## src/rtl/tpsf_pkg.sv

```systemverilog
// constants and carrier types of the translation unit power, security and fault block
// assumes a 100 MHz core clock and a 32-bit classic wishbone register port
package tpsf_pkg;

   // ****************************************
   // register map (byte offsets)
   // ****************************************
   localparam int          REG_AW      = 4;
   localparam logic [3:0]  REG_CTRL    = 4'h0;
   localparam logic [3:0]  REG_STATUS  = 4'h4;
   localparam logic [3:0]  REG_SECTAB  = 4'h8;
   localparam logic [3:0]  REG_FADDR   = 4'hC;

   // control fields
   localparam int CTRL_MODE  = 0;
   localparam int CTRL_GFR   = 1;
   localparam int CTRL_CFR   = 2;
   localparam int CTRL_MAINT = 3;
   localparam logic [2:0] CTRL_RST = 3'h0;

   // status fields
   localparam int ST_FAULT = 0;
   localparam int ST_MISS  = 1;
   localparam int ST_MAINT = 2;
   localparam int ST_ABORT = 3;

   // security table access word
   localparam int SEC_BIT   = 31;
   localparam int SEC_IDX_H = 14;

   // ****************************************
   // transaction layout
   // ****************************************
   localparam int ADDR_W   = 32;
   localparam int PAGE_LSB = 12;
   localparam int VP_W     = ADDR_W - PAGE_LSB;
   localparam int ID_W     = 15;
   localparam int BEAT_W   = 8;
   localparam int CNT_W    = 8;

   typedef struct packed {
      logic              write;
      logic [ADDR_W-1:0] addr;
      logic [ID_W-1:0]   ctx_rd;
      logic [ID_W-1:0]   ctx_wr;
      logic              ns_rd;
      logic              ns_wr;
      logic [ID_W-1:0]   sec_idx;
      logic [BEAT_W-1:0] beats;
   } tpsf_txn_type;

   typedef struct packed {
      logic              write;
      logic [ADDR_W-1:0] addr;
      logic              ns;
      logic [ID_W-1:0]   ctx;
   } tpsf_fwd_type;

   typedef enum logic [1:0] {M_IDLE, M_WALK, M_DONE} tpsf_miss_type;

endpackage

```

## src/rtl/tpsf_core.sv

```systemverilog
// translation unit: low-power channels, security lookup, hit under miss, terminate faults
// assumes one 100 MHz clock; the walk engine and downstream sit outside on plain handshakes
`timescale 1ns/100ps
module tpsf_core #(
   parameter int CTX_W      = 4,
   parameter int NUM_CTX    = 4,
   parameter int SEC_IDX_W  = 4,
   parameter int TLB_N      = 4,
   parameter int WBUF_DEPTH = 4,
   parameter logic [(1<<SEC_IDX_W)-1:0] FIXED_SEC_MASK = '0,
   parameter logic [(1<<SEC_IDX_W)-1:0] PROG_MASK      = '1,
   parameter logic [(1<<SEC_IDX_W)-1:0] PROG_SEC_INIT  = '0
) (
   // clock and reset
   input  wire logic                 clk_i,
   input  wire logic                 arst_n_i,
   // register port
   input  wire logic                 wb_cyc_i,
   input  wire logic                 wb_stb_i,
   input  wire logic                 wb_we_i,
   input  wire logic [3:0]           wb_adr_i,
   input  wire logic [3:0]           wb_sel_i,
   input  wire logic [31:0]          wb_dat_i,
   output      logic [31:0]          wb_dat_o,
   output      logic                 wb_ack_o,
   input  wire logic                 reg_clk_en_i,
   // low-power channels
   input  wire logic                 lp_req_cache_i,
   output      logic                 lp_ack_cache_o,
   output      logic                 lp_active_cache_o,
   input  wire logic                 lp_req_walk_i,
   output      logic                 lp_ack_walk_o,
   output      logic                 lp_active_walk_o,
   // incoming transactions
   input  wire logic                 req_valid_i,
   input  wire tpsf_pkg::tpsf_txn_type req_i,
   output      logic                 req_ready_o,
   // downstream
   output      logic                 fwd_valid_o,
   output      tpsf_pkg::tpsf_fwd_type fwd_o,
   input  wire logic                 fwd_ready_i,
   input  wire logic                 fwd_done_i,
   // terminate responses
   output      logic                 abort_valid_o,
   output      tpsf_pkg::tpsf_fwd_type abort_o,
   input  wire logic                 abort_ready_i,
   // table walk and snoop
   output      logic                 walk_req_o,
   output      logic [31:0]          walk_addr_o,
   input  wire logic                 walk_done_i,
   input  wire logic                 walk_fault_i,
   input  wire logic [tpsf_pkg::VP_W-1:0] walk_ppage_i,
   input  wire logic                 snoop_valid_i
);

   localparam int IW  = (SEC_IDX_W == 0) ? 1 : SEC_IDX_W;
   localparam int TBL = 1 << IW;
   localparam int TW  = (TLB_N > 1) ? $clog2(TLB_N) : 1;
   // context ids are cut to the built width everywhere, so lookups and fills agree
   localparam logic [tpsf_pkg::ID_W-1:0] CTX_MASK = tpsf_pkg::ID_W'((1 << CTX_W) - 1);

   // ****************************************
   // configuration checks
   // ****************************************
   initial begin
      a_cfg_unique : assert ((FIXED_SEC_MASK & PROG_MASK) == '0)
         else $error("security index listed twice");
      a_cfg_has_ns : assert ((~FIXED_SEC_MASK) != '0)
         else $error("no non-secure security entry");
      a_cfg_prog_n : assert ($countones(PROG_MASK) >= 1 && $countones(PROG_MASK) <= 32)
         else $error("programmable entry count out of range");
      a_cfg_widths : assert (CTX_W >= 1 && CTX_W <= 15 && SEC_IDX_W <= 15)
         else $error("sideband width out of range");
   end

   // ****************************************
   // register port
   // ****************************************
   logic [2:0]            ctrl;
   logic                  fault_st;
   logic [31:0]           fault_addr;
   logic [TBL-1:0]        prog_sec;
   logic [TBL-1:0]        eff_sec;
   logic [IW-1:0]         sec_sel;
   logic [TW:0]           maint_cnt;
   logic                  maint_busy;
   logic                  wb_take;
   logic                  wb_wr;
   logic                  fault_evt;
   tpsf_pkg::tpsf_miss_type miss_st;

   // requests are taken only on enabled edges so a slow port sees one ack
   assign wb_take    = wb_cyc_i & wb_stb_i & reg_clk_en_i & ~wb_ack_o;
   assign wb_wr      = wb_take & wb_we_i & (wb_sel_i == 4'hF);
   assign maint_busy = (maint_cnt != '0);

   always_ff @(posedge clk_i or negedge arst_n_i) begin
      if (!arst_n_i) begin
         wb_ack_o <= 1'b0;
      end else begin
         wb_ack_o <= wb_take;
      end
   end

   always_ff @(posedge clk_i or negedge arst_n_i) begin
      if (!arst_n_i) begin
         wb_dat_o <= 32'h0;
      end else if (wb_take) begin
         case (wb_adr_i)
            tpsf_pkg::REG_CTRL:   wb_dat_o <= {29'h0, ctrl};
            tpsf_pkg::REG_STATUS: wb_dat_o <= {28'h0, abort_valid_o, maint_busy,
                                               (miss_st != tpsf_pkg::M_IDLE), fault_st};
            tpsf_pkg::REG_SECTAB: wb_dat_o <= {eff_sec[sec_sel], 31'(sec_sel)};
            tpsf_pkg::REG_FADDR:  wb_dat_o <= fault_addr;
            default:              wb_dat_o <= 32'h0;
         endcase
      end
   end

   always_ff @(posedge clk_i or negedge arst_n_i) begin
      if (!arst_n_i) begin
         ctrl <= tpsf_pkg::CTRL_RST;
      end else if (wb_wr && wb_adr_i == tpsf_pkg::REG_CTRL) begin
         ctrl <= wb_dat_i[2:0];
      end
   end

   // a maintenance run walks every cache entry; input is held off meanwhile
   always_ff @(posedge clk_i or negedge arst_n_i) begin
      if (!arst_n_i) begin
         maint_cnt <= '0;
      end else if (maint_busy) begin
         maint_cnt <= maint_cnt - 1'b1;
      end else if (wb_wr && wb_adr_i == tpsf_pkg::REG_CTRL && wb_dat_i[tpsf_pkg::CTRL_MAINT]) begin
         maint_cnt <= (TW+1)'(TLB_N);
      end
   end

   // sticky fault: a new fault in the clearing cycle survives
   always_ff @(posedge clk_i or negedge arst_n_i) begin
      if (!arst_n_i) begin
         fault_st <= 1'b0;
      end else if (fault_evt) begin
         fault_st <= 1'b1;
      end else if (wb_wr && wb_adr_i == tpsf_pkg::REG_STATUS && wb_dat_i[tpsf_pkg::ST_FAULT]) begin
         fault_st <= 1'b0;
      end
   end

   // only programmable entries take writes; fixed ones never move
   always_ff @(posedge clk_i or negedge arst_n_i) begin
      if (!arst_n_i) begin
         prog_sec <= TBL'(PROG_SEC_INIT);
         sec_sel  <= '0;
      end else if (wb_wr && wb_adr_i == tpsf_pkg::REG_SECTAB) begin
         sec_sel <= wb_dat_i[IW-1:0];
         if (PROG_MASK[wb_dat_i[IW-1:0]]) begin
            prog_sec[wb_dat_i[IW-1:0]] <= wb_dat_i[tpsf_pkg::SEC_BIT];
         end
      end
   end

   // ****************************************
   // security table and cache lookup
   // ****************************************
   logic [TLB_N-1:0]          tlb_v;
   logic [tpsf_pkg::ID_W-1:0] tlb_ctx [TLB_N];
   logic [tpsf_pkg::VP_W-1:0] tlb_vp  [TLB_N];
   logic [tpsf_pkg::VP_W-1:0] tlb_pp  [TLB_N];
   logic [TLB_N-1:0]          hit_vec;
   logic [tpsf_pkg::ID_W-1:0] ctx;
   logic [tpsf_pkg::VP_W-1:0] vpage;

   // context id from the channel's own sideband, cut to the built width
   assign ctx   = (req_i.write ? req_i.ctx_wr : req_i.ctx_rd) & CTX_MASK;
   assign vpage = req_i.addr[tpsf_pkg::ADDR_W-1:tpsf_pkg::PAGE_LSB];

   genvar g;
   generate
      for (g = 0; g < TBL; g++) begin : g_sec
         if (g < (1 << SEC_IDX_W)) begin : g_used
            // fixed secure, else programmable, else fixed non-secure
            assign eff_sec[g] = FIXED_SEC_MASK[g] | (PROG_MASK[g] & prog_sec[g]);
         end else begin : g_none
            assign eff_sec[g] = 1'b0;
         end
      end
      for (g = 0; g < TLB_N; g++) begin : g_tlb
         assign hit_vec[g] = tlb_v[g] && tlb_ctx[g] == ctx && tlb_vp[g] == vpage;
      end
   endgenerate

   logic                      hit;
   logic [tpsf_pkg::VP_W-1:0] hit_pp;
   logic                      ns_sel;
   logic [IW-1:0]             sidx;

   assign hit  = |hit_vec;
   assign sidx = (SEC_IDX_W == 0) ? '0 : req_i.sec_idx[IW-1:0];

   always_comb begin
      hit_pp = '0;
      for (int i = 0; i < TLB_N; i++) begin
         hit_pp = hit_pp | (hit_vec[i] ? tlb_pp[i] : '0);
      end
      if (ctrl[tpsf_pkg::CTRL_MODE]) begin
         ns_sel = ~eff_sec[sidx];
      end else begin
         ns_sel = req_i.write ? req_i.ns_wr : req_i.ns_rd;
      end
   end

   // ****************************************
   // transaction flow
   // ****************************************
   tpsf_pkg::tpsf_txn_type    miss_txn;
   logic [tpsf_pkg::ID_W-1:0] miss_ctx;
   logic                      miss_ns;
   logic                      miss_fault;
   logic [tpsf_pkg::VP_W-1:0] miss_pp;
   logic [TW-1:0]             fill_ptr;
   logic [tpsf_pkg::CNT_W-1:0] outst;
   logic                      gfault;
   logic                      same_fault;
   logic                      is_fault;
   logic                      hum_ok;
   logic                      finish;
   logic                      take;
   tpsf_pkg::tpsf_fwd_type    cur;

   assign gfault     = (ctx >= tpsf_pkg::ID_W'(NUM_CTX));
   // until the first abort leaves, its page and context keep faulting
   assign same_fault = abort_valid_o && abort_o.ctx == ctx &&
                       abort_o.addr[tpsf_pkg::ADDR_W-1:tpsf_pkg::PAGE_LSB] == vpage;
   assign is_fault   = gfault | same_fault;
   assign finish     = (miss_st == tpsf_pkg::M_DONE) &&
                       (miss_fault ? ~abort_valid_o : ~fwd_valid_o);
   // reads always pass; writes pass a missed write only when its beats fit
   assign hum_ok     = (miss_st == tpsf_pkg::M_IDLE) || !req_i.write || !miss_txn.write ||
                       (WBUF_DEPTH != 0 && miss_txn.beats <= tpsf_pkg::BEAT_W'(WBUF_DEPTH));
   assign cur        = '{write: req_i.write, addr: {hit_pp, req_i.addr[tpsf_pkg::PAGE_LSB-1:0]},
                         ns: ns_sel, ctx: ctx};

   always_comb begin
      req_ready_o = 1'b0;
      if (lp_ack_cache_o && !maint_busy && !finish) begin
         if (is_fault) begin
            req_ready_o = ~abort_valid_o;
         end else if (hit) begin
            req_ready_o = ~fwd_valid_o & hum_ok;
         end else begin
            req_ready_o = (miss_st == tpsf_pkg::M_IDLE);
         end
      end
   end

   assign take      = req_valid_i & req_ready_o;
   assign fault_evt = (take && is_fault && (gfault ? ctrl[tpsf_pkg::CTRL_GFR]
                                                   : ctrl[tpsf_pkg::CTRL_CFR])) ||
                      (finish && miss_fault && ctrl[tpsf_pkg::CTRL_CFR]);

   always_ff @(posedge clk_i or negedge arst_n_i) begin
      if (!arst_n_i) begin
         fault_addr <= 32'h0;
      end else if (fault_evt) begin
         fault_addr <= finish ? miss_txn.addr : req_i.addr;
      end
   end

   always_ff @(posedge clk_i or negedge arst_n_i) begin
      if (!arst_n_i) begin
         miss_st    <= tpsf_pkg::M_IDLE;
         miss_txn   <= '0;
         miss_ns    <= 1'b0;
         miss_fault <= 1'b0;
         miss_pp    <= '0;
      end else begin
         case (miss_st)
            tpsf_pkg::M_IDLE: begin
               if (take && !is_fault && !hit) begin
                  miss_st  <= tpsf_pkg::M_WALK;
                  miss_txn <= req_i;
                  miss_ns  <= ns_sel;
               end
            end
            tpsf_pkg::M_WALK: begin
               if (walk_done_i) begin
                  miss_st    <= tpsf_pkg::M_DONE;
                  miss_fault <= walk_fault_i;
                  miss_pp    <= walk_ppage_i;
               end
            end
            tpsf_pkg::M_DONE: begin
               if (finish) begin
                  miss_st <= tpsf_pkg::M_IDLE;
               end
            end
            default: miss_st <= tpsf_pkg::M_IDLE;
         endcase
      end
   end

   assign walk_req_o  = (miss_st == tpsf_pkg::M_WALK);
   assign walk_addr_o = miss_txn.addr;
   assign miss_ctx    = (miss_txn.write ? miss_txn.ctx_wr : miss_txn.ctx_rd) & CTX_MASK;

   always_ff @(posedge clk_i or negedge arst_n_i) begin
      if (!arst_n_i) begin
         tlb_v    <= '0;
         fill_ptr <= '0;
         for (int i = 0; i < TLB_N; i++) begin
            tlb_ctx[i] <= '0;
            tlb_vp[i]  <= '0;
            tlb_pp[i]  <= '0;
         end
      end else if (maint_busy) begin
         tlb_v[TW'(maint_cnt - 1'b1)] <= 1'b0;
      end else if (walk_req_o && walk_done_i && !walk_fault_i) begin
         tlb_v[fill_ptr]   <= 1'b1;
         tlb_ctx[fill_ptr] <= miss_ctx;
         tlb_vp[fill_ptr]  <= miss_txn.addr[tpsf_pkg::ADDR_W-1:tpsf_pkg::PAGE_LSB];
         tlb_pp[fill_ptr]  <= walk_ppage_i;
         fill_ptr          <= (fill_ptr == TW'(TLB_N - 1)) ? '0 : fill_ptr + 1'b1;
      end
   end

   always_ff @(posedge clk_i or negedge arst_n_i) begin
      if (!arst_n_i) begin
         fwd_valid_o <= 1'b0;
         fwd_o       <= '0;
      end else if (finish && !miss_fault) begin
         fwd_valid_o <= 1'b1;
         fwd_o       <= '{write: miss_txn.write,
                          addr: {miss_pp, miss_txn.addr[tpsf_pkg::PAGE_LSB-1:0]},
                          ns: miss_ns,
                          ctx: miss_ctx};
      end else if (take && hit && !is_fault) begin
         fwd_valid_o <= 1'b1;
         fwd_o       <= cur;
      end else if (fwd_ready_i) begin
         fwd_valid_o <= 1'b0;
      end
   end

   // faults end in an abort; a faulted miss waits in M_DONE until the abort slot is free
   always_ff @(posedge clk_i or negedge arst_n_i) begin
      if (!arst_n_i) begin
         abort_valid_o <= 1'b0;
         abort_o       <= '0;
      end else if (finish && miss_fault) begin
         abort_valid_o <= 1'b1;
         abort_o       <= '{write: miss_txn.write, addr: miss_txn.addr, ns: miss_ns,
                            ctx: miss_ctx};
      end else if (take && is_fault) begin
         abort_valid_o <= 1'b1;
         abort_o       <= '{write: req_i.write, addr: req_i.addr, ns: ns_sel, ctx: ctx};
      end else if (abort_ready_i) begin
         abort_valid_o <= 1'b0;
      end
   end

   always_ff @(posedge clk_i or negedge arst_n_i) begin
      if (!arst_n_i) begin
         outst <= '0;
      end else begin
         outst <= outst + tpsf_pkg::CNT_W'(fwd_valid_o & fwd_ready_i)
                        - tpsf_pkg::CNT_W'(fwd_done_i & (outst != '0));
      end
   end

   // ****************************************
   // low-power channels
   // ****************************************
   // each channel follows its own request; entry is never denied
   always_ff @(posedge clk_i or negedge arst_n_i) begin
      if (!arst_n_i) begin
         lp_ack_cache_o <= 1'b1;
      end else begin
         lp_ack_cache_o <= lp_req_cache_i;
      end
   end

   always_ff @(posedge clk_i or negedge arst_n_i) begin
      if (!arst_n_i) begin
         lp_ack_walk_o <= 1'b1;
      end else begin
         lp_ack_walk_o <= lp_req_walk_i;
      end
   end

   assign lp_active_cache_o = (outst != '0) | req_valid_i | maint_busy |
                              (miss_st != tpsf_pkg::M_IDLE) | fwd_valid_o | abort_valid_o;
   // select is combinational here, so a divided port must sample it with its enable
   assign lp_active_walk_o  = (wb_cyc_i & wb_stb_i) | snoop_valid_i | walk_req_o;

   // ****************************************
   // checks
   // ****************************************
   a_cache_ack : assert property (@(posedge clk_i) disable iff (!arst_n_i)
      $fell(lp_req_cache_i) |=> !lp_ack_cache_o)
      else $error("cache sleep not acknowledged");
   a_walk_ack : assert property (@(posedge clk_i) disable iff (!arst_n_i)
      !lp_req_walk_i ##1 !lp_req_walk_i |-> !lp_ack_walk_o)
      else $error("walk sleep not acknowledged");
   a_cache_idle : assert property (@(posedge clk_i) disable iff (!arst_n_i)
      !lp_active_cache_o |-> outst == '0 && !req_valid_i && !maint_busy)
      else $error("cache idle while busy");
   a_walk_idle : assert property (@(posedge clk_i) disable iff (!arst_n_i)
      (wb_cyc_i && wb_stb_i) || snoop_valid_i || walk_req_o |-> lp_active_walk_o)
      else $error("walk idle while busy");
   a_side_ns : assert property (@(posedge clk_i) disable iff (!arst_n_i)
      take && hit && !is_fault && !ctrl[tpsf_pkg::CTRL_MODE] |=> fwd_valid_o &&
      fwd_o.ns == $past(req_i.write ? req_i.ns_wr : req_i.ns_rd))
      else $error("sideband security state lost");
   a_read_pass : assert property (@(posedge clk_i) disable iff (!arst_n_i)
      miss_st == tpsf_pkg::M_WALK && !req_i.write && hit && !is_fault && !fwd_valid_o &&
      lp_ack_cache_o && !maint_busy |-> req_ready_o)
      else $error("read hit blocked by miss");
   a_write_hold : assert property (@(posedge clk_i) disable iff (!arst_n_i)
      WBUF_DEPTH == 0 && miss_st != tpsf_pkg::M_IDLE && miss_txn.write &&
      req_i.write && !is_fault |-> !req_ready_o)
      else $error("write passed a missed write");
   a_fault_abort : assert property (@(posedge clk_i) disable iff (!arst_n_i)
      walk_req_o && walk_done_i && walk_fault_i |-> ##[1:64] abort_valid_o)
      else $error("walk fault not aborted");
   a_ctx_report : assert property (@(posedge clk_i) disable iff (!arst_n_i)
      finish && miss_fault && ctrl[tpsf_pkg::CTRL_CFR] |=> fault_st)
      else $error("context fault not reported");
   a_same_page : assert property (@(posedge clk_i) disable iff (!arst_n_i)
      req_valid_i && same_fault |-> is_fault && !req_ready_o)
      else $error("repeat fault passed");

endmodule

```

## config.mk

```make
export PLATFORM = sky130hd
export DESIGN_NAME = tpsf_core
export DESIGN_NICKNAME = d
export VERILOG_FILES = /design/src/rtl/tpsf_pkg.sv /design/src/rtl/tpsf_core.sv
export SDC_FILE = /design/constraint.sdc
export NUM_CORES = 1
export LEC_CHECK = 0
export BUFFER_PORTS_ARGS = -buffer_cell sky130_fd_sc_hd__buf_2
export CORE_MARGIN = 2
export CORE_UTILIZATION = 60
export CTS_BUF_LIST = sky130_fd_sc_hd__clkbuf_4 sky130_fd_sc_hd__clkbuf_8 sky130_fd_sc_hd__clkbuf_16
export DETAILED_ROUTE_END_ITERATION = 6
export PLACE_DENSITY = 0.88
export SLEW_MARGIN = 20
export SYNTH_ARGS = -nofsm -noshare
export SYNTH_HDL_FRONTEND = slang
export SYNTH_SLANG_ARGS = --single-unit
```

## constraint.sdc

```tcl
create_clock -name clk_i -period 4.43 [get_ports clk_i]
set_clock_uncertainty 0.2 [all_clocks]
set_input_delay 0.2215 -clock clk_i [delete_from_list [all_inputs] [get_ports clk_i]]
set_output_delay 0.2215 -clock clk_i [all_outputs]
set_load 0.01 [all_outputs]
```

==> run metrics <==
Logic pwr share 0.246; later-pin clock latency in the skew report 0.55 ns; crit end category primary output; Final Hold Fails 0; largest cells by area after synthesis dfrtp_1, mux2_2, xnor2_1, nand2_1, mux2i_1; IO Pins 334; pwr dens 523.9 nW/um2; largest net degree at the start of global routing 118; H-tree levels 2; RSZ-0062 raised after global routing false; CTS resizes 0; XOR/XNOR Fraction of Synth Area 0.05252; switching pwr 4.005 mW; Die Width 189.7 um; vias 14.98k; register bit count reported by yosys 435; Slew @ Worst Pin 0.9097 ns; Synth Area in Adders 0.01004; simple-gate share of the synthesized area 0.07152; Tightest Hold Check Type in2reg; Flop pwr share 0.459; dpl cell area 21,970 um2; fraction of layout cells with a size suffix above 1 0.3312; Max-Cap Viols 0; full die area between 30,000 and 40,000 um2; CTS tree yes; total clock buffers created by CTS 44; clk buf depth 3; Initial Utilization 0.6136; CP startpoint kind primary input; Area growth syn-to-layout 17.50%; Synth async-reset ratio 1.000; Routed Antenna Nets 0; top_reg_cell synth dfrtp_1; routed len/inst 22.10 um; # port buffers 251; Mapped Avg Cell Area 11.91 um2; internal power just under 9 mW; Slew Viols, Final 0; final WL 54,920 um; final instance area 24,300 um2; clock network power share 0.295; status completed; CP arrival 3.44 ns; Synth area leader dfrtp_1; Synth top area share 0.5240; post-DP HPWL 35,190 um; global-route wire length before repair 86,710 um; Compound-Gate Fraction of Synth Area 0.06807; final cell count without fillers 2,485; kind of critical path in2out; First DRT Iteration DRCs approximately 1.1k; Clock Tree Root clkbuf_16; relative slew slack 0.3879; Yosys warnings 0; post-synth cell types 62; max frequency 258.7 MHz; Cells after Synth 1,736; CORE AREA 33,700 um2; Setup-failing EPs final 0; number of clock sinks 435; vias per cell 6.027; Tot GR Track Use 0.3086; antenna violations before repair 3; synth cell count leaders dfrtp_1, mux2_2, nand2_1; switch share 0.3146; minimum clock period 3.865 ns; number of flops mapped to enable cells by yosys 0; CTS clock-pin slew for the worst setup and hold paths 0.06 ns; register area share after synthesis 0.5265; top-count cell post-synth dfrtp_1; Initial DRT Pass Iterations 5; routability cong. 0.8959; Synth Cell Area 20,680 um2; DRC viols 0; largest family of logic cells by synthesized area multiplexers; Die Ht about 190 um; mux share of post-synthesis cell area 0.2084; P_leak 11.70 nW; Peak VDD IR between 0.0003 and 0.0004 V; row cnt 67; Critical Path RT about 4 ns; Critical Path Fanout Max 21; # placed instances 2,321; Tcrit/Tclk final 0.8725; Nets 2,183; GRT Residual Overflow 0; Final TNS setup 0 ns; vias in the first global route 15.65k
## registers in the layout (all words and copies together) (netlist names), 2 cells and up
signal,cells
tlb_pp,80
tlb_ctx,16
tlb_v,4
outst,8
abort_o,38
wb_dat_o,32
tlb_vp,80
maint_cnt,3
miss_st,2
miss_txn,17
miss_pp,20
fwd_o,38
walk_addr_o,32
sec_sel,4
eff_sec,16
fill_ptr,2
ctrl,3
fault_addr,32
## cells by family after synthesis
family,count (synthesis)
compound gates,212
xor+xnor,124
fa+ha+maj,16
buf+inv,265
flops,435
mux,369
other cells,1
simple gates,314
## through the flow
stage               hold slack, ns  utilization  power (mW)  setup WS (ns)
floorplan                  -0.2741            -       7.744          1.807
global placement            0.1262       0.6520       8.636         0.9511
detailed placement          0.1277       0.6520       8.871         0.8578
CTS                       0.001836       0.7208       12.68         0.6870
global route               0.02761       0.7211       13.31         0.5520
finish                     0.01509       0.7211       12.73         0.5649
## placed cells by master (no fill, tap or decap), drive strengths merged, types with 3 or more instances in the layout
master       count
a21o             4
a21oi           13
a22o            32
a31oi           34
and3             4
buf            277
clkbuf          64
clkinv          10
conb            22
dfrtp          433
dlygate4sd3     85
ha              15
inv            104
mux2           303
mux2i           53
mux4            13
nand2          149
nand2b          25
nand3           14
nand4           20
nor2            57
nor3             9
nor4            18
o21ai           59
o22ai           40
o31a            20
or2              3
xnor2          104
xor2            20
## worst paths after layout
check	from	to	slack, ns	depth (start not counted)
worst max-delay path	req_i[69]	req_ready_o	0.56	11
worst min register to register	fwd_o[24]	fwd_o[24]	0.28	1
worst max register to register	miss_st[0]	tlb_pp[50]	0.92	7
max in group asynchronous	arst_n_i	tlb_pp[17]	2.65	3
worst min-delay path	wb_adr_i[2]	wb_dat_o[0]	0.02	3
min in group asynchronous	arst_n_i	wb_ack_o	0.13	2
## per-layer routing
| metal | track usage | vias up | share of wire |
|---|---|---|---|
| met5 | 0 | - | 0.00020 |
| met4 | 0.1330 | 2 | 0.043 |
| met3 | 0.05645 | 191 | 0.077 |
| met2 | 0.5076 | 737 | 0.48 |
| met1 | 0.4055 | 7585 | 0.40 |
| li1 | - | 6462 | - |
## power by group through the flow
stage               Sequential (mW)  Clock [mW]  Combinational [mW]
floorplan                      5.72           0                2.02
global placement               5.77           0                2.87
detailed placement             5.86           0                3.01
CTS                            5.81        3.77                3.11
global route                   5.95        3.94                3.42
finish                         5.84        3.75                3.14
## worst max-delay path, cell delays in order
cell and delay (ns):
dlygate4sd3_1 0.58, buf_2 0.29, xnor2_1 0.18, nand4_1 0.12, nor4_1 0.79, nand3_1 0.23
buf_4 0.31, nand4_1 0.23, nand2b_1 0.11, a31oi_1 0.18, buf_2 0.18
## layout make-up
| type | instances | area (um2) |
|---|---|---|
| flip-flops and latches | 435 | 10890 |
| fillers | 2104 | 9400 |
| multi-input cells | 1057 | 8627 |
| repair buffers | 362 | 2362 |
| clock buffers | 64 | 1330 |
| well taps | 448 | 560.5 |
| inverters | 104 | 390.4 |
| clock inverters | 13 | 136.4 |
| diodes | 2 | 5.005 |
## what timing repair did
| action | in CTS | in global routing |
|---|---|---|
| setup buffers | 0 | 0 |
| hold buffers | 85 | 0 |
| hold endpoints to repair | 376 | 0 |
Note: power is estimated with default switching activity, not from simulation.
